<file path="src/include/pkt_client_consts.svh">
`ifndef PKT_CLIENT_CONSTS_SVH
`define PKT_CLIENT_CONSTS_SVH

// Register word indices on the plain register port
`define ADDR_SCRATCH 16'h1000
`define ADDR_IDENT 16'h1001
`define ADDR_FEATURE 16'h1002
`define ADDR_TEMP 16'h1006
`define ADDR_TX_CTRL 16'h1010
`define ADDR_FIFO_ERR 16'h1015
`define ADDR_LOOP_RST 16'h1016
`define ADDR_IRQ_STATUS 16'h1020
`define ADDR_IRQ_MASK 16'h1021

// Transmit control fields; bit 3 is live loopback state, not stored
`define TX_CTRL_DISABLE_BIT 1
`define TX_CTRL_STORE_RESET 3'h5
`define TX_CTRL_STORE_MSB 2
`define TX_CTRL_STORE_LSB 0

// Loopback FIFO error fields
`define FIFO_ERR_UNDER_BIT 0
`define FIFO_ERR_OVER_BIT 1
`define FIFO_ERR_CLR_BIT 2

// Loopback path reset field
`define LOOP_RST_BIT 0

// Interrupt status and mask fields
`define IRQ_UNDER_BIT 0
`define IRQ_OVER_BIT 1

// Reset values
`define SCRATCH_RESET 32'h0
`define FLAG_RESET 1'h0
`define LOOP_RST_RESET 1'h0
`define IRQ_RESET 2'h0
`define RDATA_IDLE 32'h0

// Arbitrary neutral identification string
`define IDENT_DEFAULT 32'h504b434c

`endif

</file>
<file path="src/include/pkt_client_pkg.sv">
package pkt_client_pkg;

  // One register port request, all fields sampled on the same edge
  typedef struct packed {
    logic [15:0] addr;
    logic [31:0] wdata;
    logic wr;
    logic rd;
  } reg_req_s;

  // Status levels coming from the attached core, outside this clock
  typedef struct packed {
    logic [9:0] feature;
    logic [7:0] temperature;
    logic loopback_mode;
  } core_status_s;

  typedef logic [1:0] irq_bits_t;

endpackage

</file>
<file path="src/rtl/packet_client_csr_bank.sv">
// The plain strobed port was decided locally.
`timescale 1ns/10ps
`include "pkt_client_consts.svh"

module packet_client_csr_bank
  import pkt_client_pkg::*;
#(
  parameter logic [31:0] IDENT_STRING = `IDENT_DEFAULT // Arbitrary value
) (
  input wire logic sys_clk,
  input wire logic reset,
  input wire reg_req_s bus_req,
  output logic [31:0] rd_data,
  input wire core_status_s core_status,
  input wire logic fifo_underflow,
  input wire logic fifo_overflow,
  output logic gen_disable,
  output logic loopback_reset,
  output logic irq
);

  core_status_s stat_meta_reg;
  core_status_s stat_sync_reg;
  logic [31:0] scratch_reg;
  logic [2:0] tx_store_reg;
  logic under_reg;
  logic over_reg;
  logic fifo_clr_reg;
  logic loop_rst_reg;
  irq_bits_t irq_status_reg;
  irq_bits_t irq_status_next;
  irq_bits_t irq_mask_reg;
  irq_bits_t irq_events;
  logic irq_reg;
  logic [31:0] rd_data_reg;
  logic [31:0] read_value;
  logic hit_scratch;
  logic hit_ident;
  logic hit_feature;
  logic hit_temp;
  logic hit_tx_ctrl;
  logic hit_fifo_err;
  logic hit_loop_rst;
  logic hit_irq_status;
  logic hit_irq_mask;
  logic hit_none;

  // Core status is asynchronous to sys_clk; two stages before any use
  always_ff @(posedge sys_clk) begin
    if (reset) begin
      stat_meta_reg <= '0;
      stat_sync_reg <= '0;
    end else begin
      stat_meta_reg <= core_status;
      stat_sync_reg <= stat_meta_reg;
    end
  end

  // Address decode, one hit per mapped word
  always_comb begin
    hit_scratch = 1'b0;
    hit_ident = 1'b0;
    hit_feature = 1'b0;
    hit_temp = 1'b0;
    hit_tx_ctrl = 1'b0;
    hit_fifo_err = 1'b0;
    hit_loop_rst = 1'b0;
    hit_irq_status = 1'b0;
    hit_irq_mask = 1'b0;
    hit_none = 1'b0;
    if (bus_req.addr == `ADDR_SCRATCH) begin
      hit_scratch = 1'b1;
    end else if (bus_req.addr == `ADDR_IDENT) begin
      hit_ident = 1'b1;
    end else if (bus_req.addr == `ADDR_FEATURE) begin
      hit_feature = 1'b1;
    end else if (bus_req.addr == `ADDR_TEMP) begin
      hit_temp = 1'b1;
    end else if (bus_req.addr == `ADDR_TX_CTRL) begin
      hit_tx_ctrl = 1'b1;
    end else if (bus_req.addr == `ADDR_FIFO_ERR) begin
      hit_fifo_err = 1'b1;
    end else if (bus_req.addr == `ADDR_LOOP_RST) begin
      hit_loop_rst = 1'b1;
    end else if (bus_req.addr == `ADDR_IRQ_STATUS) begin
      hit_irq_status = 1'b1;
    end else if (bus_req.addr == `ADDR_IRQ_MASK) begin
      hit_irq_mask = 1'b1;
    end else begin
      hit_none = 1'b1; // Unmapped word
    end
  end

  // Scratch word, plain storage
  always_ff @(posedge sys_clk) begin
    if (reset) begin
      scratch_reg <= `SCRATCH_RESET;
    end else if (bus_req.wr && hit_scratch) begin
      scratch_reg <= bus_req.wdata;
    end
  end

  // Transmit control; reserved bits kept as storage so they read back
  always_ff @(posedge sys_clk) begin
    if (reset) begin
      tx_store_reg <= `TX_CTRL_STORE_RESET;
    end else if (bus_req.wr && hit_tx_ctrl) begin
      tx_store_reg <= bus_req.wdata[`TX_CTRL_STORE_MSB:`TX_CTRL_STORE_LSB];
    end
  end

  assign gen_disable = tx_store_reg[`TX_CTRL_DISABLE_BIT];

  // Clear bit is a level: flags stay zero for as long as it is held
  always_ff @(posedge sys_clk) begin
    if (reset) begin
      fifo_clr_reg <= `FLAG_RESET;
    end else if (bus_req.wr && hit_fifo_err) begin
      fifo_clr_reg <= bus_req.wdata[`FIFO_ERR_CLR_BIT];
    end
  end

  // Sticky loopback FIFO flags; held clear wins over a new event
  always_ff @(posedge sys_clk) begin
    if (reset) begin
      under_reg <= `FLAG_RESET;
      over_reg <= `FLAG_RESET;
    end else if (fifo_clr_reg) begin
      under_reg <= `FLAG_RESET;
      over_reg <= `FLAG_RESET;
    end else begin
      under_reg <= under_reg | fifo_underflow;
      over_reg <= over_reg | fifo_overflow;
    end
  end

  // Loopback path reset, driven out as a level while software holds it
  always_ff @(posedge sys_clk) begin
    if (reset) begin
      loop_rst_reg <= `LOOP_RST_RESET;
    end else if (bus_req.wr && hit_loop_rst) begin
      loop_rst_reg <= bus_req.wdata[`LOOP_RST_BIT];
    end
  end

  assign loopback_reset = loop_rst_reg;

  // Interrupt status, write one to clear; a same-cycle event wins
  always_comb begin
    irq_events = '0;
    irq_events[`IRQ_UNDER_BIT] = fifo_underflow;
    irq_events[`IRQ_OVER_BIT] = fifo_overflow;
    irq_status_next = irq_status_reg;
    if (bus_req.wr && hit_irq_status) begin
      irq_status_next = irq_status_reg & ~bus_req.wdata[`IRQ_OVER_BIT:`IRQ_UNDER_BIT];
    end
    irq_status_next = irq_status_next | irq_events;
  end

  always_ff @(posedge sys_clk) begin
    if (reset) begin
      irq_status_reg <= `IRQ_RESET;
    end else begin
      irq_status_reg <= irq_status_next;
    end
  end

  always_ff @(posedge sys_clk) begin
    if (reset) begin
      irq_mask_reg <= `IRQ_RESET;
    end else if (bus_req.wr && hit_irq_mask) begin
      irq_mask_reg <= bus_req.wdata[`IRQ_OVER_BIT:`IRQ_UNDER_BIT];
    end
  end

  // Registered output, so it trails the status bit by one cycle
  always_ff @(posedge sys_clk) begin
    if (reset) begin
      irq_reg <= 1'b0;
    end else begin
      irq_reg <= |(irq_status_reg & irq_mask_reg);
    end
  end

  assign irq = irq_reg;

  // Read mux; unmapped words and bits above each word's fields read zero
  always_comb begin
    read_value = `RDATA_IDLE;
    if (hit_scratch) begin
      read_value = scratch_reg;
    end else if (hit_ident) begin
      read_value = IDENT_STRING;
    end else if (hit_feature) begin
      read_value = 32'(stat_sync_reg.feature);
    end else if (hit_temp) begin
      read_value = 32'(stat_sync_reg.temperature);
    end else if (hit_tx_ctrl) begin
      read_value = 32'({stat_sync_reg.loopback_mode, tx_store_reg});
    end else if (hit_fifo_err) begin
      read_value = 32'({fifo_clr_reg, over_reg, under_reg});
    end else if (hit_loop_rst) begin
      read_value = 32'(loop_rst_reg);
    end else if (hit_irq_status) begin
      read_value = 32'(irq_status_reg);
    end else if (hit_irq_mask) begin
      read_value = 32'(irq_mask_reg);
    end
  end

  // Read data stands only in the cycle after the strobe
  always_ff @(posedge sys_clk) begin
    if (reset) begin
      rd_data_reg <= `RDATA_IDLE;
    end else if (bus_req.rd) begin
      rd_data_reg <= read_value;
    end else begin
      rd_data_reg <= `RDATA_IDLE;
    end
  end

  assign rd_data = rd_data_reg;
endmodule

</file>
<file path="config.mk">
export PLATFORM = sky130hd
export DESIGN_NAME = packet_client_csr_bank
export DESIGN_NICKNAME = d
export VERILOG_FILES = /design/src/include/pkt_client_pkg.sv /design/src/rtl/packet_client_csr_bank.sv
export VERILOG_INCLUDE_DIRS = /design/src /design/src/include
export SDC_FILE = /design/constraint.sdc
export NUM_CORES = 1
export LEC_CHECK = 0
export BUFFER_PORTS_ARGS = -buffer_cell sky130_fd_sc_hd__buf_2
export CORE_MARGIN = 8
export CORE_UTILIZATION = 40
export CTS_CLUSTER_SIZE = 10
export DETAILED_ROUTE_END_ITERATION = 10
export MAX_ROUTING_LAYER = met4
export RECOVER_POWER = 100
export SLEW_MARGIN = 20
export SYNTH_ARGS = -nofsm -noshare
export SYNTH_HDL_FRONTEND = slang
export SYNTH_SLANG_ARGS = --single-unit
</file>
<file path="constraint.sdc">
create_clock -name sys_clk -period 1.8 [get_ports sys_clk]
set_input_delay 0.09 -clock sys_clk [delete_from_list [all_inputs] [get_ports sys_clk]]
set_output_delay 0.09 -clock sys_clk [all_outputs]
set_load 0.005 [all_outputs]
</file>
==> results of run 1 <==
power by group through the flow:
stage | sequential (mW) | combinational [mW] | clock [mW]
finish | 2.58 | 0.318 | 3.21
CTS | 2.58 | 0.331 | 3.27
global placement | 2.64 | 0.233 | 0
global route | 2.59 | 0.349 | 3.42
floorplan | 2.63 | 0.103 | 0
detailed placement | 2.64 | 0.235 | 0
layout make-up:
cell class	count	area [sq um]
Fill cell	981	4340
Sequential cell	114	2280
Multi-Input combinational cell	265	1630
Timing Repair Buffer	190	1280
Clock buffer	20	445
Tap cell	136	170
Clock inverter	12	131
Antenna cell	1	2.50
metal layers:
metal | vias to the layer above | wire length [um] | global-route usage
li1 | 1749 | - | -
met1 | 1605 | 4680 | 0.176
met2 | 90 | 5060 | 0.257
met3 | 12 | 472 | 0.0514
met4 | 0 | 122 | 0.0585
met5 | - | 0 | -
per-stage QoR:
step	cells	total power, mW
global route	738	6.35
floorplan	402	2.74
finish	738	6.11
detailed placement	648	2.87
CTS	737	6.19
global placement	648	2.87
placed cells by master, fill, tap and decap left out, types with 3 or more instances in the layout:
cell type      instances
a21o_1                 3
a21oi_1               32
a21oi_2                5
a221oi_1               3
a222oi_1               3
and2_0                 6
and2_1                 9
and3_1                 5
buf_12                 4
buf_2                 77
buf_4                 13
clkbuf_1              38
clkbuf_16             16
clkbuf_8               3
clkinv_2               3
clkinvlp_4             4
dfxtp_1              114
dlygate4sd3_1         57
mux2i_1                7
nand2_1               39
nand2_2               30
nand2b_1               3
nand3_1                6
nand4_1                4
nor2_1                18
nor2b_1               40
nor3_1                 6
nor4_1                 3
nor4b_1                3
o21a_1                 8
o21ai_0                5
worst max-delay path, delay by kind of cell:
family	cells	cell delay, ns
AOI/OAI and AO/OA	1	0.15
buffers and inverters	4	1.11
and+or+nand+nor	3	0.61
cells by family after synthesis:
| family | count (synthesis) | share of synthesized area |
|---|---|---|
| flops | 114 | 0.541 |
| compound gates | 70 | 0.130 |
| buf+inv | 23 | 0.0445 |
| simple gates | 186 | 0.263 |
| mux | 9 | 0.0220 |
worst min-delay path by stage:
stage,startpoint,cells past startpoint,slack (ns),to
final,bus_req[0],4,0.03,rd_data[6]$_SDFF_PP0_
after global routing,bus_req[0],4,0.03,rd_data[6]$_SDFF_PP0_
after CTS,bus_req[0],4,0.001,rd_data[6]$_SDFF_PP0_
after detailed placement,core_status[0],2,0.30,stat_meta_reg[0]$_SDFF_PP0_
after global placement,core_status[10],2,0.30,stat_meta_reg[10]$_SDFF_PP0_
after floorplan,fifo_underflow,2,0.21,irq_status_reg[0]$_SDFF_PP0_
what timing repair did:
item	CTS	global route
buffers inserted	0	0
hold buffers	57	0
gates resized for setup	0	0
endpoints found under the hold margin	65	0
synth_stat cells (5+ instances only):
| library cell | instances | area, sq um |
|---|---|---|
| a21oi_1 | 7 | 35.0 |
| a21oi_2 | 30 | 263 |
| and2_1 | 15 | 93.8 |
| and3_1 | 5 | 31.3 |
| clkbuf_1 | 13 | 48.8 |
| dfxtp_1 | 114 | 2280 |
| mux2i_1 | 7 | 70.1 |
| nand2_1 | 39 | 146 |
| nand2_2 | 30 | 188 |
| nand3_1 | 6 | 30.0 |
| nor2_1 | 18 | 67.6 |
| nor2b_1 | 40 | 250 |
| nor3_1 | 5 | 25.0 |
| o21a_1 | 8 | 60.1 |
| o21ai_0 | 5 | 25.0 |
==> impl_metrics.toml, run 1 <==
[setup_path]
reg2reg_to = "rd_data[1]$_SDFF_PP0_"
cp.required_ns = 2.15
arrival_ns = 1.97
cp-start-kind = "input port"
ff2ff_setup_slack_ns = 0.45
cp_cell_sequence = "buf_2, clkbuf_2, nor4_1, clkbuf_1, nand4_1, a21oi_1, dlygate4sd3_1, nor2_1"
startpoint = "bus_req[36]"
critPathMaxStageDelay_ns = 0.58
worst-path-max-fanout = 8
cp-endpoint = "irq_status_reg[1]$_SDFF_PP0_"
reg2reg_depth = 5
r2r-start = "tx_store_reg[1]$_SDFFE_PP0P_"
end_kind = "register"
cpMaxStageDelayCell = "dlygate4sd3_1"
criticalPathCategory = "in2reg"

[logic_synthesis]
yosysUniqueCellTypes = 47
ys_seq_area_frac = 0.541
synth_edf_count = 0
yosys_warnings = 0
synthCells = 402
ys_seq_elements = 114
syn_area_sq_um = 4220
synth_nets = 475
async_flop_share = 0
syn_avg_cell_area_sq_um = 10.5
synth_ff_type = "dfxtp_1"

[cts]
cts.clk_slew.worst_paths_ns = 0.06
clk_latency_ns = 0.50
numClockSinks = 114
cts_tree = "done"
htree_num_levels = 4
cts_root_buf = "clkbuf_8"
cts_buffer_depth = 2
numCtsBuffers = 17

[flow_run]
maxCapViolCount = 0

[sta]
slew_violations = 0
relSlewSlack = 0.395
fin_skew_ns = 0.00763
period_needed_ns = 1.62
fmax_ghz = 0.619
hold_viol = 0
totalNegativeSetupSlack_ns = 0
rsz0062_at_grt = "false"
hold_ws_ns = 0.0339
setup_slack_ns = 0.184
worstMarginPinSlew_ns = 0.907
setup_viol = 0
fin_crit_sh = 0.898

[floorplan]
core_sq_um = 10300
initial_core_util = 0.410
rows = 37
die_h_um = 119
die_area_sq_um = 14100
die_x_um = 119
io_pins = 108

[placed_design]
placed_area_sq_um = 5000
hpwl_mm = 7.03
port_buffers = 107
gp_congestion = 0.841
pre_cts_slack_ns = -0.0253

[route]
first_iter_violations = 186
first_pass_iters = 4
wl_per_cell_um = 14.0
route.antenna.remaining_nets = 0
vias = 3456
drc = 0
wirelength_mm = 10.3
vias_per_cell = 4.68

[grt]
track_usage = 0.157
antenna_found_initial = 1
grt_max_degree = 47
grt_pass1_vias = 3669
grt_pass1_wl_mm = 17.5
grt_remaining_overflow = 0

[power_and_ir_drop]
switchingPower_mw = 1.31
clkPwrFrac = 0.525
power_density_nw_per_um2 = 1030
p_leak_nw = 2.36
comb_power_share = 0.052
p_int_mw = 4.80
ir_drop_uv = 617
swShare = 0.214
power_frac_seq = 0.423

[finish]
stdcell_area_sq_um = 5940
fin_util = 0.578
area_growth_pct = 40.8
drive_above_1_share = 0.283
fin_nets = 661

[min_path]
min_path_type = "in2reg"

[run_status]
status = "finished, final reports clean"
No activity file was read; power rests on OpenSTA's default activity.
==> run 2, diff against run 1 <==
--- a/config.mk
+++ b/config.mk
@@ -11,7 +11,6 @@
 export CORE_UTILIZATION = 40
 export CTS_CLUSTER_SIZE = 10
 export DETAILED_ROUTE_END_ITERATION = 10
-export MAX_ROUTING_LAYER = met4
 export RECOVER_POWER = 100
 export SLEW_MARGIN = 20
 export SYNTH_ARGS = -nofsm -noshare
==> impl_metrics.toml, run 2 (synthesis results as in run 1) <==
[setup_path]
cp.required_ns = 2.15
cpMaxStageDelayCell = "dlygate4sd3_1"
crit_buf_inv = 4
worst-path-max-fanout = 8
crit_family = "buffers and inverters"
end_kind = "register"
cp_cell_sequence = "buf_2, clkbuf_2, nor4_1, clkbuf_1, nand4_1, a21oi_1, dlygate4sd3_1, nor2_1"
criticalPathCategory = "in2reg"
cp-start-kind = "input port"
arrival_ns = 1.97
critPathMaxStageDelay_ns = 0.59

[cts]
clk_latency_ns = 0.50
cts_tree = "done"
numCtsBuffers = 17
cts_resized = 0
htree_num_levels = 4
cts.clk_slew.worst_paths_ns = 0.05
numClockSinks = 114
cts_root_buf = "clkbuf_8"
cts_buffer_depth = 2

[power_and_ir_drop]
swShare = 0.213
ir_drop_uv = 617
switchingPower_mw = 1.30
power_frac_seq = 0.423
p_leak_nw = 2.36
p_int_mw = 4.80
finalPower_mw = 6.11
comb_power_share = 0.052
clkPwrFrac = 0.525
power_density_nw_per_um2 = 1030

[grt]
grt_remaining_overflow = 0
use_met1 = 0.173
grt_pass1_vias = 3679
track_usage = 0.152
grt.busiest_layer = "met2"
grt_use_met3 = 0.0519
grt_util_met2 = 0.257
grt_max_degree = 47
grt_pass1_wl_mm = 17.5
antenna_found_initial = 1

[route]
vias = 3461
wirelength_mm = 10.3
first_iter_violations = 172
wl_per_cell_um = 14.0
drc = 0
route.antenna.remaining_nets = 0
first_pass_iters = 4
vias_per_cell = 4.69

[finish]
final_common_cell = "dfxtp_1"
area_growth_pct = 40.8
nFillCells = 981
drive_above_1_share = 0.283
multi_input_area_sq_um = 1630
final_cell_mix = "dfxtp_1, buf_2, dlygate4sd3_1"
fin_nets = 661
seqCellArea_sq_um = 2280

[sta]
worstMarginPinSlew_ns = 0.897
period_needed_ns = 1.62
rsz0062_at_grt = "false"
slew_violations = 0
relSlewSlack = 0.402
setup_viol = 0
fin_skew_ns = 0.00777
fin_crit_sh = 0.900
hold_ws_ns = 0.0378
hold_viol = 0
fmax_ghz = 0.617

[placed_design]
port_buffers = 107
hpwl_mm = 7.03
gp_congestion = 0.829

[floorplan]
core_sq_um = 10300
io_pins = 108
die_x_um = 119
die_area_sq_um = 14100
rows = 37
initial_core_util = 0.410
die_h_um = 119

[run_status]
status = "finished, final reports clean"

[min_path]
min_path_type = "in2reg"

[flow_run]
maxCapViolCount = 0
## run 2: cell counts in the layout (fill, tap and decap cells not counted)
Identical to the previous run, type by type.
## run 2: cell type report
type / instances / area share
multi-input cells: 265 / 0.274
flip-flops and latches: 114 / 0.384
clock inverters: 12 / 0.0221
well taps: 136 / 0.0286
repair buffers: 190 / 0.216
diodes: 1 / 0.000421
clock buffers: 20 / 0.0750
## run 2: stage by stage
stage | utilization | std cells | TNS, ns | worst slack, ns | cell area [sq um]
after floorplan | - | 402 | 0 | 0.197 | 4220
after global placement | 0.486 | 648 | -0.0690 | -0.0534 | 5000
after detailed placement | 0.486 | 648 | -0.0431 | -0.0253 | 5000
after CTS | 0.598 | 737 | 0 | 0.350 | 6140
after global routing | 0.578 | 738 | 0 | 0.0818 | 5940
final | 0.578 | 738 | 0 | 0.181 | 5940
## run 2: path summary, 6_finish.rpt
check / start / to / slack (ns) / cells past startpoint
max: bus_req[36] / irq_status_reg[1]$_SDFF_PP0_ / 0.18 / 8
min: bus_req[0] / rd_data[6]$_SDFF_PP0_ / 0.04 / 4
max reg2reg: tx_store_reg[1]$_SDFFE_PP0P_ / rd_data[1]$_SDFF_PP0_ / 0.45 / 5
min reg2reg: stat_meta_reg[12]$_SDFF_PP0_ / stat_sync_reg[12]$_SDFF_PP0_ / 0.43 / 1
## run 2: per-layer routing
layer,vias to the layer above,part of all wire,wire length [um]
li1,1748,-,-
met1,1606,0.45,4610
met2,95,0.49,5060
met3,12,0.052,536
met4,0,0.012,122
met5,-,0,0
## run 2: worst register-to-register path, cell delays in order (launching register included)
cell	delay [ns]
dfxtp_1	0.35
nor3b_1	0.18
o211ai_1	0.12
a211oi_1	0.26
o221ai_1	0.16
a21oi_1	0.20
## run 2: power by group through the flow
stage,Combinational (mW),Clock [mW],Sequential [mW]
2_1_floorplan,0.103,0,2.63
3_3_place_gp,0.233,0,2.64
3_5_place_dp,0.235,0,2.64
4_1_cts,0.331,3.27,2.58
5_1_grt,0.349,3.41,2.59
6_report,0.318,3.20,2.58
## run 2: timing repair
action | CTS | global route
hold endpoints to repair | 65 | 0
hold buffers | 57 | 0
endpoints found under the setup margin | 0 | 0
buffers inserted | 0 | 0
